[src/rcb_consts.vh]
// Constants for the RISC core bus interface block.
// Assumes inclusion by the single design file; definitions only.
`ifndef RCB_CONSTS_VH
`define RCB_CONSTS_VH

// ************************************************************
// Sizes and reset values
// ************************************************************
`define RCB_BOOT_ADDR      8'h00
`define RCB_STACK_DEPTH    16
`define RCB_REG_COUNT      4
`define RCB_MEM_WIDTH      8
`define RCB_DATA_WIDTH     8
`define RCB_OPCODE_WORD_IN_WIDTH     12
`define RCB_PROG_WIDTH     8

// ************************************************************
// Opcode fields (top four bits of the instruction word)
// ************************************************************
`define RCB_OP_MSB         11
`define RCB_OP_LSB         8
`define RCB_OP_NOP         4'h0
`define RCB_OP_LDI         4'h1
`define RCB_OP_ADD         4'h2
`define RCB_OP_LOAD        4'h3
`define RCB_OP_STORE       4'h4
`define RCB_OP_JUMP        4'h5
`define RCB_OP_CALL        4'h6
`define RCB_OP_RET         4'h7

// ************************************************************
// Probe frame layout and commands
// ************************************************************
`define RCB_PRB_BITS       16
`define RCB_PCMD_RDREG     4'h1
`define RCB_PCMD_WRREG     4'h2
`define RCB_PCMD_WRMEM     4'h3

`endif

[src/rcb_core.v]
// Bus interface and minimal three stage core of a scalable RISC processor.
// Assumes program memory, data memory controller, interrupt logic and a
// probe controller on the far side; fetch and data buses are synchronous to i_clk, irq and probe pins are synchronised inside.
// The probe controller leaves a few core clocks between phase select and shift clock.
//
// Functional notes
// - Instructions pass prefetch with branch, then decode, then execute.
// - Fetch bus and data bus are independent and may work in one cycle.
// - Valid, irq and ack inputs each have a polarity parameter, control outputs share POL_OUT, probe pins have none; active clock edge selectable.
// - Reset holds a known state; release starts the boot fetch.
// - Idle is high while stalled waiting for an instruction word.
// - Word valid presents a word; core latches it and pulses latched ack, except for the vector word taken during interrupt grant.
// - Program address is a word address of instruction length.
// - Sequential flag is high when the fetch address follows the last.
// - Interrupt request starts a grant cycle which word valid ends.
// - Load data is taken only in the cycle of cycle ack.
// - Store word stays stable until cycle ack returns.
// - Memory location is held with the request until cycle ack.
// - Request starts a transaction, store select marks writes, ack ends it.
// - Debug builds shift serial out data on the probe clock.
// - Phase select low means command, high means data transfer.
// - The probe reads and writes registers and writes zero to a data memory location.
// - Probe shifting follows synchronised probe clock edges, taken on the core clock.
// - Call and interrupt entry push return addresses on a hardware stack.
// - The register file allows a read and a write in one cycle.
`timescale 1ns/1ps
`include "rcb_consts.vh"

module rcb_core #(
    parameter PW         = `RCB_PROG_WIDTH,
    parameter IW         = `RCB_OPCODE_WORD_IN_WIDTH,
    parameter DW         = `RCB_DATA_WIDTH,
    parameter MW         = `RCB_MEM_WIDTH,
    parameter DEBUG      = 1,
    parameter NEG_EDGE   = 0,
    parameter POL_VALID  = 1,
    parameter POL_IRQ    = 1,
    parameter POL_ACK    = 1,
    parameter POL_OUT    = 1
) (
    // System.
    input  wire          i_clk,
    input  wire          i_rst,
    output reg           o_idle,
    // Instruction bus.
    input  wire [IW-1:0] i_opcode_word_in,
    input  wire          i_fetch_word_valid,
    input  wire          i_irq_request,
    output reg  [PW-1:0] o_program_addr_out,
    output reg           o_fetch_latched_ack,
    output reg           o_sequential_fetch,
    output reg           o_irq_grant,
    // Data bus.
    input  wire [DW-1:0] i_load_word_in,
    input  wire          i_mem_cycle_ack,
    output reg  [DW-1:0] o_store_word_out,
    output reg  [MW-1:0] o_mem_location_out,
    output reg           o_store_select,
    output reg           o_mem_cycle_request,
    // Probe port.
    input  wire          i_probe_shift_clock,
    input  wire          i_probe_serial_in,
    input  wire          i_probe_phase_select,
    output reg           o_probe_serial_out
);

    // ************************************************************
    // Local definitions
    // ************************************************************
    localparam NREG = `RCB_REG_COUNT;
    localparam SD   = `RCB_STACK_DEPTH;
    localparam PB   = `RCB_PRB_BITS;
    localparam [3:0] F_RUN = 4'h1, F_WAIT = 4'h2, F_IRQ = 4'h4, F_HALT = 4'h8;
    localparam [2:0] D_IDLE = 3'h1, D_BUSY = 3'h2, D_DONE = 3'h4;

    // Strips the configured polarity from an input or applies it to an output.
    function pol;
        input v;
        input p;
        begin
            pol = p ? v : ~v;
        end
    endfunction

    // Active edge: the core runs on an internally chosen clock edge.
    wire clk_core = NEG_EDGE ? ~i_clk : i_clk;

    // ************************************************************
    // Input qualification and probe synchronisers
    // ************************************************************
    wire valid_in = pol(i_fetch_word_valid, POL_VALID[0]);
    wire ack_in   = pol(i_mem_cycle_ack, POL_ACK[0]);
    reg  irq_s1_reg, irq_s2_reg;
    reg  [2:0] sck_s_reg, sdi_s_reg, sms_s_reg;

    // Asynchronous request and probe pins pass two flops before use.
    always @(posedge clk_core) begin
        irq_s1_reg <= pol(i_irq_request, POL_IRQ[0]);
        irq_s2_reg <= irq_s1_reg;
        sck_s_reg  <= {sck_s_reg[1:0], i_probe_shift_clock};
        sdi_s_reg  <= {sdi_s_reg[1:0], i_probe_serial_in};
        sms_s_reg  <= {sms_s_reg[1:0], i_probe_phase_select};
    end
    wire sck_rise = sck_s_reg[1] & ~sck_s_reg[2];
    wire sck_fall = ~sck_s_reg[1] & sck_s_reg[2];

    // ************************************************************
    // Storage: register file, return stack
    // ************************************************************
    reg  [DW-1:0] gpr_mem [0:NREG-1];
    reg  [PW-1:0] stk_mem [0:SD-1];
    reg  [4:0]    sp_reg;

    // ************************************************************
    // Pipeline state
    // ************************************************************
    reg  [3:0]    fst_reg;
    reg  [PW-1:0] pc_reg, last_pc_reg;
    reg  [IW-1:0] dec_ir_reg, ex_ir_reg;
    reg           dec_v_reg, ex_v_reg;
    reg  [2:0]    dst_reg;
    reg  [DW-1:0] ld_reg;
    reg  [1:0]    ld_dst_reg;
    reg           boot_reg;

    wire [3:0] ex_op = ex_ir_reg[`RCB_OP_MSB:`RCB_OP_LSB];
    wire [1:0] ex_ra = ex_ir_reg[7:6];
    wire [1:0] ex_rb = ex_ir_reg[5:4];
    wire [PW-1:0] ex_tgt = ex_ir_reg[PW-1:0];
    wire ex_mem  = ex_v_reg & ((ex_op == `RCB_OP_LOAD) | (ex_op == `RCB_OP_STORE));
    wire data_busy = (dst_reg == D_BUSY);
    wire stall   = ex_mem & ~(dst_reg == D_DONE);  // execute waits on the data bus
    wire ex_go   = ex_v_reg & ~stall;
    wire ex_br   = ex_go & ((ex_op == `RCB_OP_JUMP) | (ex_op == `RCB_OP_CALL) |
                            (ex_op == `RCB_OP_RET));
    wire [PW-1:0] ret_addr = stk_mem[sp_reg[3:0] - 4'h1];

    // Probe command decode and request into the core domain.
    reg  [PB-1:0] prb_sh_reg;
    reg  [PB-1:0] prb_cmd_reg;
    reg  [DW-1:0] prb_rd_reg;
    reg           prb_go_reg;
    wire [3:0]    prb_op  = prb_cmd_reg[15:12];
    wire [7:0]    prb_arg = prb_cmd_reg[7:0];

    // ************************************************************
    // Fetch stage with branch and interrupt handling
    // ************************************************************
    // Fetch, acknowledge and interrupt grant; branches resolved here.
    always @(posedge clk_core) begin
        if (i_rst) begin
            fst_reg             <= F_HALT;
            pc_reg              <= `RCB_BOOT_ADDR;
            last_pc_reg         <= `RCB_BOOT_ADDR;
            boot_reg            <= 1'b1;
            o_program_addr_out  <= `RCB_BOOT_ADDR;
            o_fetch_latched_ack <= pol(1'b0, POL_OUT[0]);
            o_sequential_fetch  <= pol(1'b0, POL_OUT[0]);
            o_irq_grant         <= pol(1'b0, POL_OUT[0]);
            o_idle              <= pol(1'b1, POL_OUT[0]);
            dec_v_reg           <= 1'b0;
            dec_ir_reg          <= {IW{1'b0}};
            sp_reg              <= 5'h00;
        end else begin
            o_fetch_latched_ack <= pol(1'b0, POL_OUT[0]);
            o_idle <= pol((fst_reg == F_WAIT) & ~valid_in, POL_OUT[0]);
            // A word taken by execute is consumed here, so that no instruction
            // runs twice while the next fetch is still outstanding.
            if (~stall)
                dec_v_reg <= 1'b0;
            if (ex_go & ((ex_op == `RCB_OP_CALL) | (ex_op == `RCB_OP_RET)))
                dec_v_reg <= 1'b0;
            case (fst_reg)
                F_HALT: begin
                    fst_reg <= F_RUN;  // boot fetch starts after release
                end
                F_RUN: begin
                    if (ex_br) begin
                        dec_v_reg <= 1'b0;
                    end else if (irq_s2_reg & ~boot_reg) begin
                        o_irq_grant <= pol(1'b1, POL_OUT[0]);
                        fst_reg     <= F_IRQ;
                    end else if (~stall) begin
                        o_program_addr_out <= pc_reg;
                        o_sequential_fetch <= pol(pc_reg == last_pc_reg + 1'b1,
                                                  POL_OUT[0]);
                        fst_reg <= F_WAIT;
                    end
                end
                F_WAIT: begin
                    // A word that lands while a branch resolves is on the wrong path.
                    if (valid_in) begin
                        dec_ir_reg          <= i_opcode_word_in;
                        dec_v_reg           <= ~ex_br;
                        o_fetch_latched_ack <= pol(1'b1, POL_OUT[0]);
                        last_pc_reg         <= pc_reg;
                        pc_reg              <= pc_reg + 1'b1;
                        boot_reg            <= 1'b0;
                        fst_reg             <= F_RUN;
                    end
                end
                F_IRQ: begin
                    if (valid_in) begin
                        stk_mem[sp_reg[3:0]] <= pc_reg;
                        sp_reg       <= sp_reg + 5'h01;
                        pc_reg       <= i_opcode_word_in[PW-1:0];
                        o_irq_grant  <= pol(1'b0, POL_OUT[0]);
                        fst_reg      <= F_RUN;
                    end
                end
                default: fst_reg <= F_HALT;
            endcase
            // Branch redirect from execute has priority over sequential flow.
            if (ex_br & (fst_reg != F_IRQ)) begin
                if (ex_op == `RCB_OP_CALL) begin
                    stk_mem[sp_reg[3:0]] <= pc_reg;
                    sp_reg <= sp_reg + 5'h01;
                    pc_reg <= ex_tgt;
                end else if (ex_op == `RCB_OP_RET) begin
                    sp_reg <= sp_reg - 5'h01;
                    pc_reg <= ret_addr;
                end else begin
                    pc_reg <= ex_tgt;
                end
            end
        end
    end

    // ************************************************************
    // Decode and execute stages
    // ************************************************************
    // Decode hands its word on; execute updates registers.
    always @(posedge clk_core) begin
        if (i_rst) begin
            ex_v_reg  <= 1'b0;
            ex_ir_reg <= {IW{1'b0}};
        end else if (~stall) begin
            ex_v_reg  <= dec_v_reg & ~ex_br;
            ex_ir_reg <= dec_ir_reg;
        end
    end

    // Register file: read ports for ex_ra, ex_rb and the probe, one write port.
    // Probe writes yield to execute, so they are meant for a stalled core.
    always @(posedge clk_core) begin
        if (ex_go & (ex_op == `RCB_OP_LDI))
            gpr_mem[ex_ra] <= ex_ir_reg[DW-1:0];
        else if (ex_go & (ex_op == `RCB_OP_ADD))
            gpr_mem[ex_ra] <= gpr_mem[ex_ra] + gpr_mem[ex_rb];
        else if (ex_go & (ex_op == `RCB_OP_LOAD))
            gpr_mem[ex_ra] <= ld_reg;
        else if (prb_go_reg & (prb_op == `RCB_PCMD_WRREG))
            gpr_mem[prb_cmd_reg[9:8]] <= prb_arg[DW-1:0];
    end

    // ************************************************************
    // Data bus engine
    // ************************************************************
    // Request, hold address and data until ack, then release; runs beside fetch.
    always @(posedge clk_core) begin
        if (i_rst) begin
            dst_reg             <= D_IDLE;
            o_mem_cycle_request <= pol(1'b0, POL_OUT[0]);
            o_store_select      <= pol(1'b0, POL_OUT[0]);
            o_mem_location_out  <= {MW{1'b0}};
            o_store_word_out    <= {DW{1'b0}};
            ld_reg              <= {DW{1'b0}};
            ld_dst_reg          <= 2'h0;
        end else begin
            case (dst_reg)
                D_IDLE: begin
                    if (ex_mem) begin
                        o_mem_cycle_request <= pol(1'b1, POL_OUT[0]);
                        o_store_select <= pol(ex_op == `RCB_OP_STORE, POL_OUT[0]);
                        o_mem_location_out <= gpr_mem[ex_rb][MW-1:0];
                        o_store_word_out   <= gpr_mem[ex_ra];
                        dst_reg <= D_BUSY;
                    end else if (prb_go_reg & (prb_op == `RCB_PCMD_WRMEM)) begin
                        o_mem_cycle_request <= pol(1'b1, POL_OUT[0]);
                        o_store_select      <= pol(1'b1, POL_OUT[0]);
                        // The low byte of the probe command names the location.
                        o_mem_location_out  <= prb_cmd_reg[MW-1:0];
                        o_store_word_out    <= {DW{1'b0}};
                        dst_reg <= D_BUSY;
                    end
                end
                D_BUSY: begin
                    if (ack_in) begin
                        ld_reg <= i_load_word_in;
                        o_mem_cycle_request <= pol(1'b0, POL_OUT[0]);
                        o_store_select      <= pol(1'b0, POL_OUT[0]);
                        dst_reg <= D_DONE;
                    end
                end
                // One idle cycle after each ack keeps requests two cycles apart.
                D_DONE: dst_reg <= D_IDLE;
                default: dst_reg <= D_IDLE;
            endcase
        end
    end

    // ************************************************************
    // Probe port (debug builds only)
    // ************************************************************
    // Bits shift on synchronised probe clock edges; data phase closes a frame.
    always @(posedge clk_core) begin
        if (i_rst) begin
            prb_sh_reg         <= {PB{1'b0}};
            prb_cmd_reg        <= {PB{1'b0}};
            prb_rd_reg         <= {DW{1'b0}};
            prb_go_reg         <= 1'b0;
            o_probe_serial_out <= 1'b0;
        end else begin
            prb_go_reg <= 1'b0;
            if (DEBUG != 0) begin
                if (sck_rise)
                    prb_sh_reg <= {prb_sh_reg[PB-2:0], sdi_s_reg[1]};
                if (sck_fall)
                    o_probe_serial_out <= prb_rd_reg[DW-1];
                if (sck_fall & sms_s_reg[2])
                    prb_rd_reg <= {prb_rd_reg[DW-2:0], 1'b0};
                // Rising phase select closes the command; the data phase follows.
                // A read loads its word one cycle later, before the first data
                // phase shift clock that the controller sends.
                if (sms_s_reg[1] & ~sms_s_reg[2]) begin
                    prb_cmd_reg <= prb_sh_reg;
                    prb_go_reg  <= ~data_busy;
                end
                if (prb_go_reg & (prb_op == `RCB_PCMD_RDREG))
                    prb_rd_reg <= gpr_mem[prb_cmd_reg[9:8]];
            end
        end
    end

endmodule // rcb_core

[config.mk]
export PLATFORM = sky130hd
export DESIGN_NAME = rcb_core
export DESIGN_NICKNAME = d
export VERILOG_FILES = /design/src/rcb_core.v
export VERILOG_INCLUDE_DIRS = /design/src /design/src/src
export SDC_FILE = /design/constraint.sdc
export NUM_CORES = 1
export LEC_CHECK = 0
export ABC_CLOCK_PERIOD_IN_PS = 6200
export CAP_MARGIN = 20
export CORE_ASPECT_RATIO = 2
export CORE_MARGIN = 2
export CORE_UTILIZATION = 68
export DETAILED_ROUTE_END_ITERATION = 6
export DONT_BUFFER_PORTS = 1
export MAX_ROUTING_LAYER = met4
export PLACE_DENSITY = 0.83
export SLEW_MARGIN = 20
export SYNTH_ARGS = -nofsm -noshare
export SYNTH_HDL_FRONTEND = slang
export SYNTH_SLANG_ARGS = --single-unit
[constraint.sdc]
create_clock -name i_clk -period 6.2 [get_ports i_clk]
set_input_delay 0.31 -clock i_clk [delete_from_list [all_inputs] [get_ports i_clk]]
set_output_delay 0.31 -clock i_clk [all_outputs]
set_load 0.005 [all_outputs]
==> results_dict.tcl <==
set metrics [dict create \
    status "completed" \
    antenna_found_initial 0 \
    h-tree-depth 1 \
    seq_area_mm2 0.00777 \
    skew_ns 0.0160 \
    placed_area_mm2 0.0132 \
    layout_setup_ws_ns 2.70 \
    syn_area_per_cell_um2 12.3 \
    diodes 0 \
    wl_per_cell_um 23.8 \
    cts.clk_slew.worst_paths_ns 0.07 \
    cp_cell_sequence "mux4_2 -> ha_1 -> inv_1 -> fa_1 -> nor2b_1 -> o31a_1 -> o21ai_0 -> nand2b_1 -> xnor2_1 -> a221oi_1" \
    syn_to_final_growth_pct 8.83 \
    first_global_vias 8680 \
    grtUsageTotal 0.331 \
    rsz0062_at_grt "false" \
    cts_tree "built" \
    crit_fanout 8 \
    end_kind "flip-flop" \
    via_count 8536 \
    min_path_type "in -> reg" \
    cellPowerDensity_mw_per_mm2 267 \
    yosys.area.top_type_share 0.365 \
    clkSinkCount 308 \
    synthFlopType "edfxtp_1" \
    wl_mm 31.9 \
    finalHoldViolCount 0 \
    ys_seq_elements 308 \
    ant_nets 0 \
    vias_per_cell 6.38 \
    peakVddDrop_mv 0.248 \
    fmax_mhz 285 \
    synth_nets 1112 \
    cp.buffers_inverters 1 \
    yosys_warnings 0 \
    fillers 1220 \
    syn-cell-area_mm2 0.0132 \
    max_slew_margin 0.216 \
    rows 72 \
    async_flop_share 0 \
    synth.most_common_cell "nand2_1" \
    fin_setup_tns_ns 0 \
    drtPass1Iterations 5 \
    cap_viol_max_count 0 \
    synth_area_leader_cell "edfxtp_1" \
    gp_congestion 0.973 \
    multi_input_area_mm2 0.00501 \
    ios 59 \
    final.period_utilization 0.565 \
    core_area_mm2 0.0192 \
    drive_above_1_share 0.0982 \
    finalSetupViolCount 0 \
    dp_slack_ns 2.44 \
    grt_overflow 0 \
    grt_pass1_wl_mm 48.4 \
    dieArea_mm2 0.0206 \
    largest_reg_flops 128 \
    nNetsFinal 1104 \
    postSynthCellCount 1069 \
    critical_path_arrival_ns 3.73 \
    root_buffer "clkbuf_16" \
    whs_ns 0.0418 \
    start_util 0.686 \
    drv_slew 0 \
    crit_slowest_cell "a221oi_1" \
    ctsLongestPathBuffers 3 \
    worst_slew_pin_slew_ns 1.17 \
    start_kind "flip-flop" \
    fin_crit_ns 3.50 \
    detailed_place_hpwl_mm 22.3 \
    cts_setup_buffers 0 \
    critical_path_class "reg -> reg" \
    crit_required_ns 6.43 \
    drtIter0Drc 463 \
    synthTopCellsByArea "edfxtp_1 36%, dfxtp_1 23%, mux4_2 6.7%, nand2_1 4.8%, mux4_1 4.6%" \
    die_w_um 102 \
    synth_edf_count 160 \
    ff2ff_setup_slack_ns 2.70 \
    ys_seq_area_frac 0.590 \
    die_y_um 201 \
    slowest_delay_ns 0.69 \
    final_design_area_no_fill_mm2 0.0143 \
    p_leak_nw 4.71 \
    numPortBuffers 0 \
    cts_made_buffers 25 \
    worstSkewPairLatency_ns 0.54 \
    drc 0 \
    critical-path-top-delay-family "compound AO/OA/AOI/OAI gates" \
    grt_max_degree 119 \
    synth_common_cells "168 x nand2_1, 160 x edfxtp_1, 148 x dfxtp_1, 93 x a21oi_1, 83 x nor2_1" \
    synth.distinct_cells 65 \
]
## final timing paths
path | from | to | cells past startpoint
max reg2reg | flip-flop | gpr_mem[2][6] | 10
max | flip-flop | gpr_mem[2][6] | 10
min | i_rst | o_mem_cycle_request | 2
min reg2reg | sdi_s_reg[0] | sdi_s_reg[1] | 0
## power breakdown
group	total, W	internal, W	switching, W
Combinational	0.0000754	0.0000319	0.0000435
Sequential	0.00215	0.00214	0.0000173
Clock	0.00160	0.000886	0.000714
Total	0.00383	0.00305	0.000775
## final cells by class
type | instances | share of cell area
multi-input combinational | 678 | 0.350
clock buffer | 32 | 0.0491
tap | 259 | 0.0226
inverter | 13 | 0.00341
timing repair buffer | 35 | 0.0243
sequential | 308 | 0.542
clock inverter | 13 | 0.00830
## worst reg2reg max path, cell delays in order (launching register included)
cell and delay [ns]:
dfxtp_1 0.66, mux4_2 0.64, ha_1 0.24, inv_1 0.07, fa_1 0.19, nor2b_1 0.08, o31a_1 0.25, o21ai_0 0.15
nand2b_1 0.09, xnor2_1 0.13, a221oi_1 0.69
## repair_timing
item                      4_1_cts  5_1_grt
hold endpoints to repair      130        0
hold buffers                   27        0
resized for setup               0        0
## routing by layer
layer | wire length (um) | track usage
met1 | 9950 | 0.311
met2 | 17300 | 0.578
met3 | 1540 | 0.0456
met4 | 3100 | 0.259
met5 | 0 | -
## layout by cell type, fill, tap and decap left out, types with 4 or more instances in the layout
master / count
nand2_1: 168
edfxtp_1: 160
dfxtp_1: 147
a21oi_1: 93
nor2_1: 83
mux4_2: 39
mux2i_1: 29
clkbuf_16: 26
dlygate4sd3_1: 26
a211oi_1: 24
mux4_1: 23
o21ai_0: 20
nand2b_1: 14
nor2b_1: 14
nand3_1: 13
xnor2_1: 13
ha_1: 13
inv_1: 12
xor2_1: 12
a22oi_1: 10
nor3_1: 9
and2_1: 9
a31oi_1: 8
buf_4: 8
nor3b_1: 7
nor3_2: 6
and3_1: 6
o21ai_1: 5
nand3b_1: 5
or3_1: 4
clkinvlp_2: 4
## stage by stage
| step | instances | total power [W] | utilization |
|---|---|---|---|
| 5_1_grt | 1338 | 0.00391 | 0.747 |
| 4_1_cts | 1338 | 0.00383 | 0.746 |
| 2_1_floorplan | 1069 | 0.00224 | - |
| 3_3_place_gp | 1266 | 0.00224 | 0.688 |
| 3_5_place_dp | 1266 | 0.00225 | 0.688 |
| 6_report | 1338 | 0.00383 | 0.747 |
## cells by family (layout without fill, tap and decap cells)
| logic type | Yosys count | after routing | share of synthesized area |
|---|---|---|---|
| multiplexers | 93 | 93 | 0.136 |
| AO/OA/AOI/OAI | 194 | 194 | 0.0903 |
| flip-flops | 308 | 308 | 0.590 |
| XOR/XNOR | 26 | 26 | 0.0179 |
| AND/OR/NAND/NOR | 350 | 350 | 0.120 |
| adder cells (fa/ha/maj) | 15 | 15 | 0.0148 |
| buffers and inverters | 83 | 93 | 0.0303 |
No activity file was read; power rests on OpenSTA's default activity.
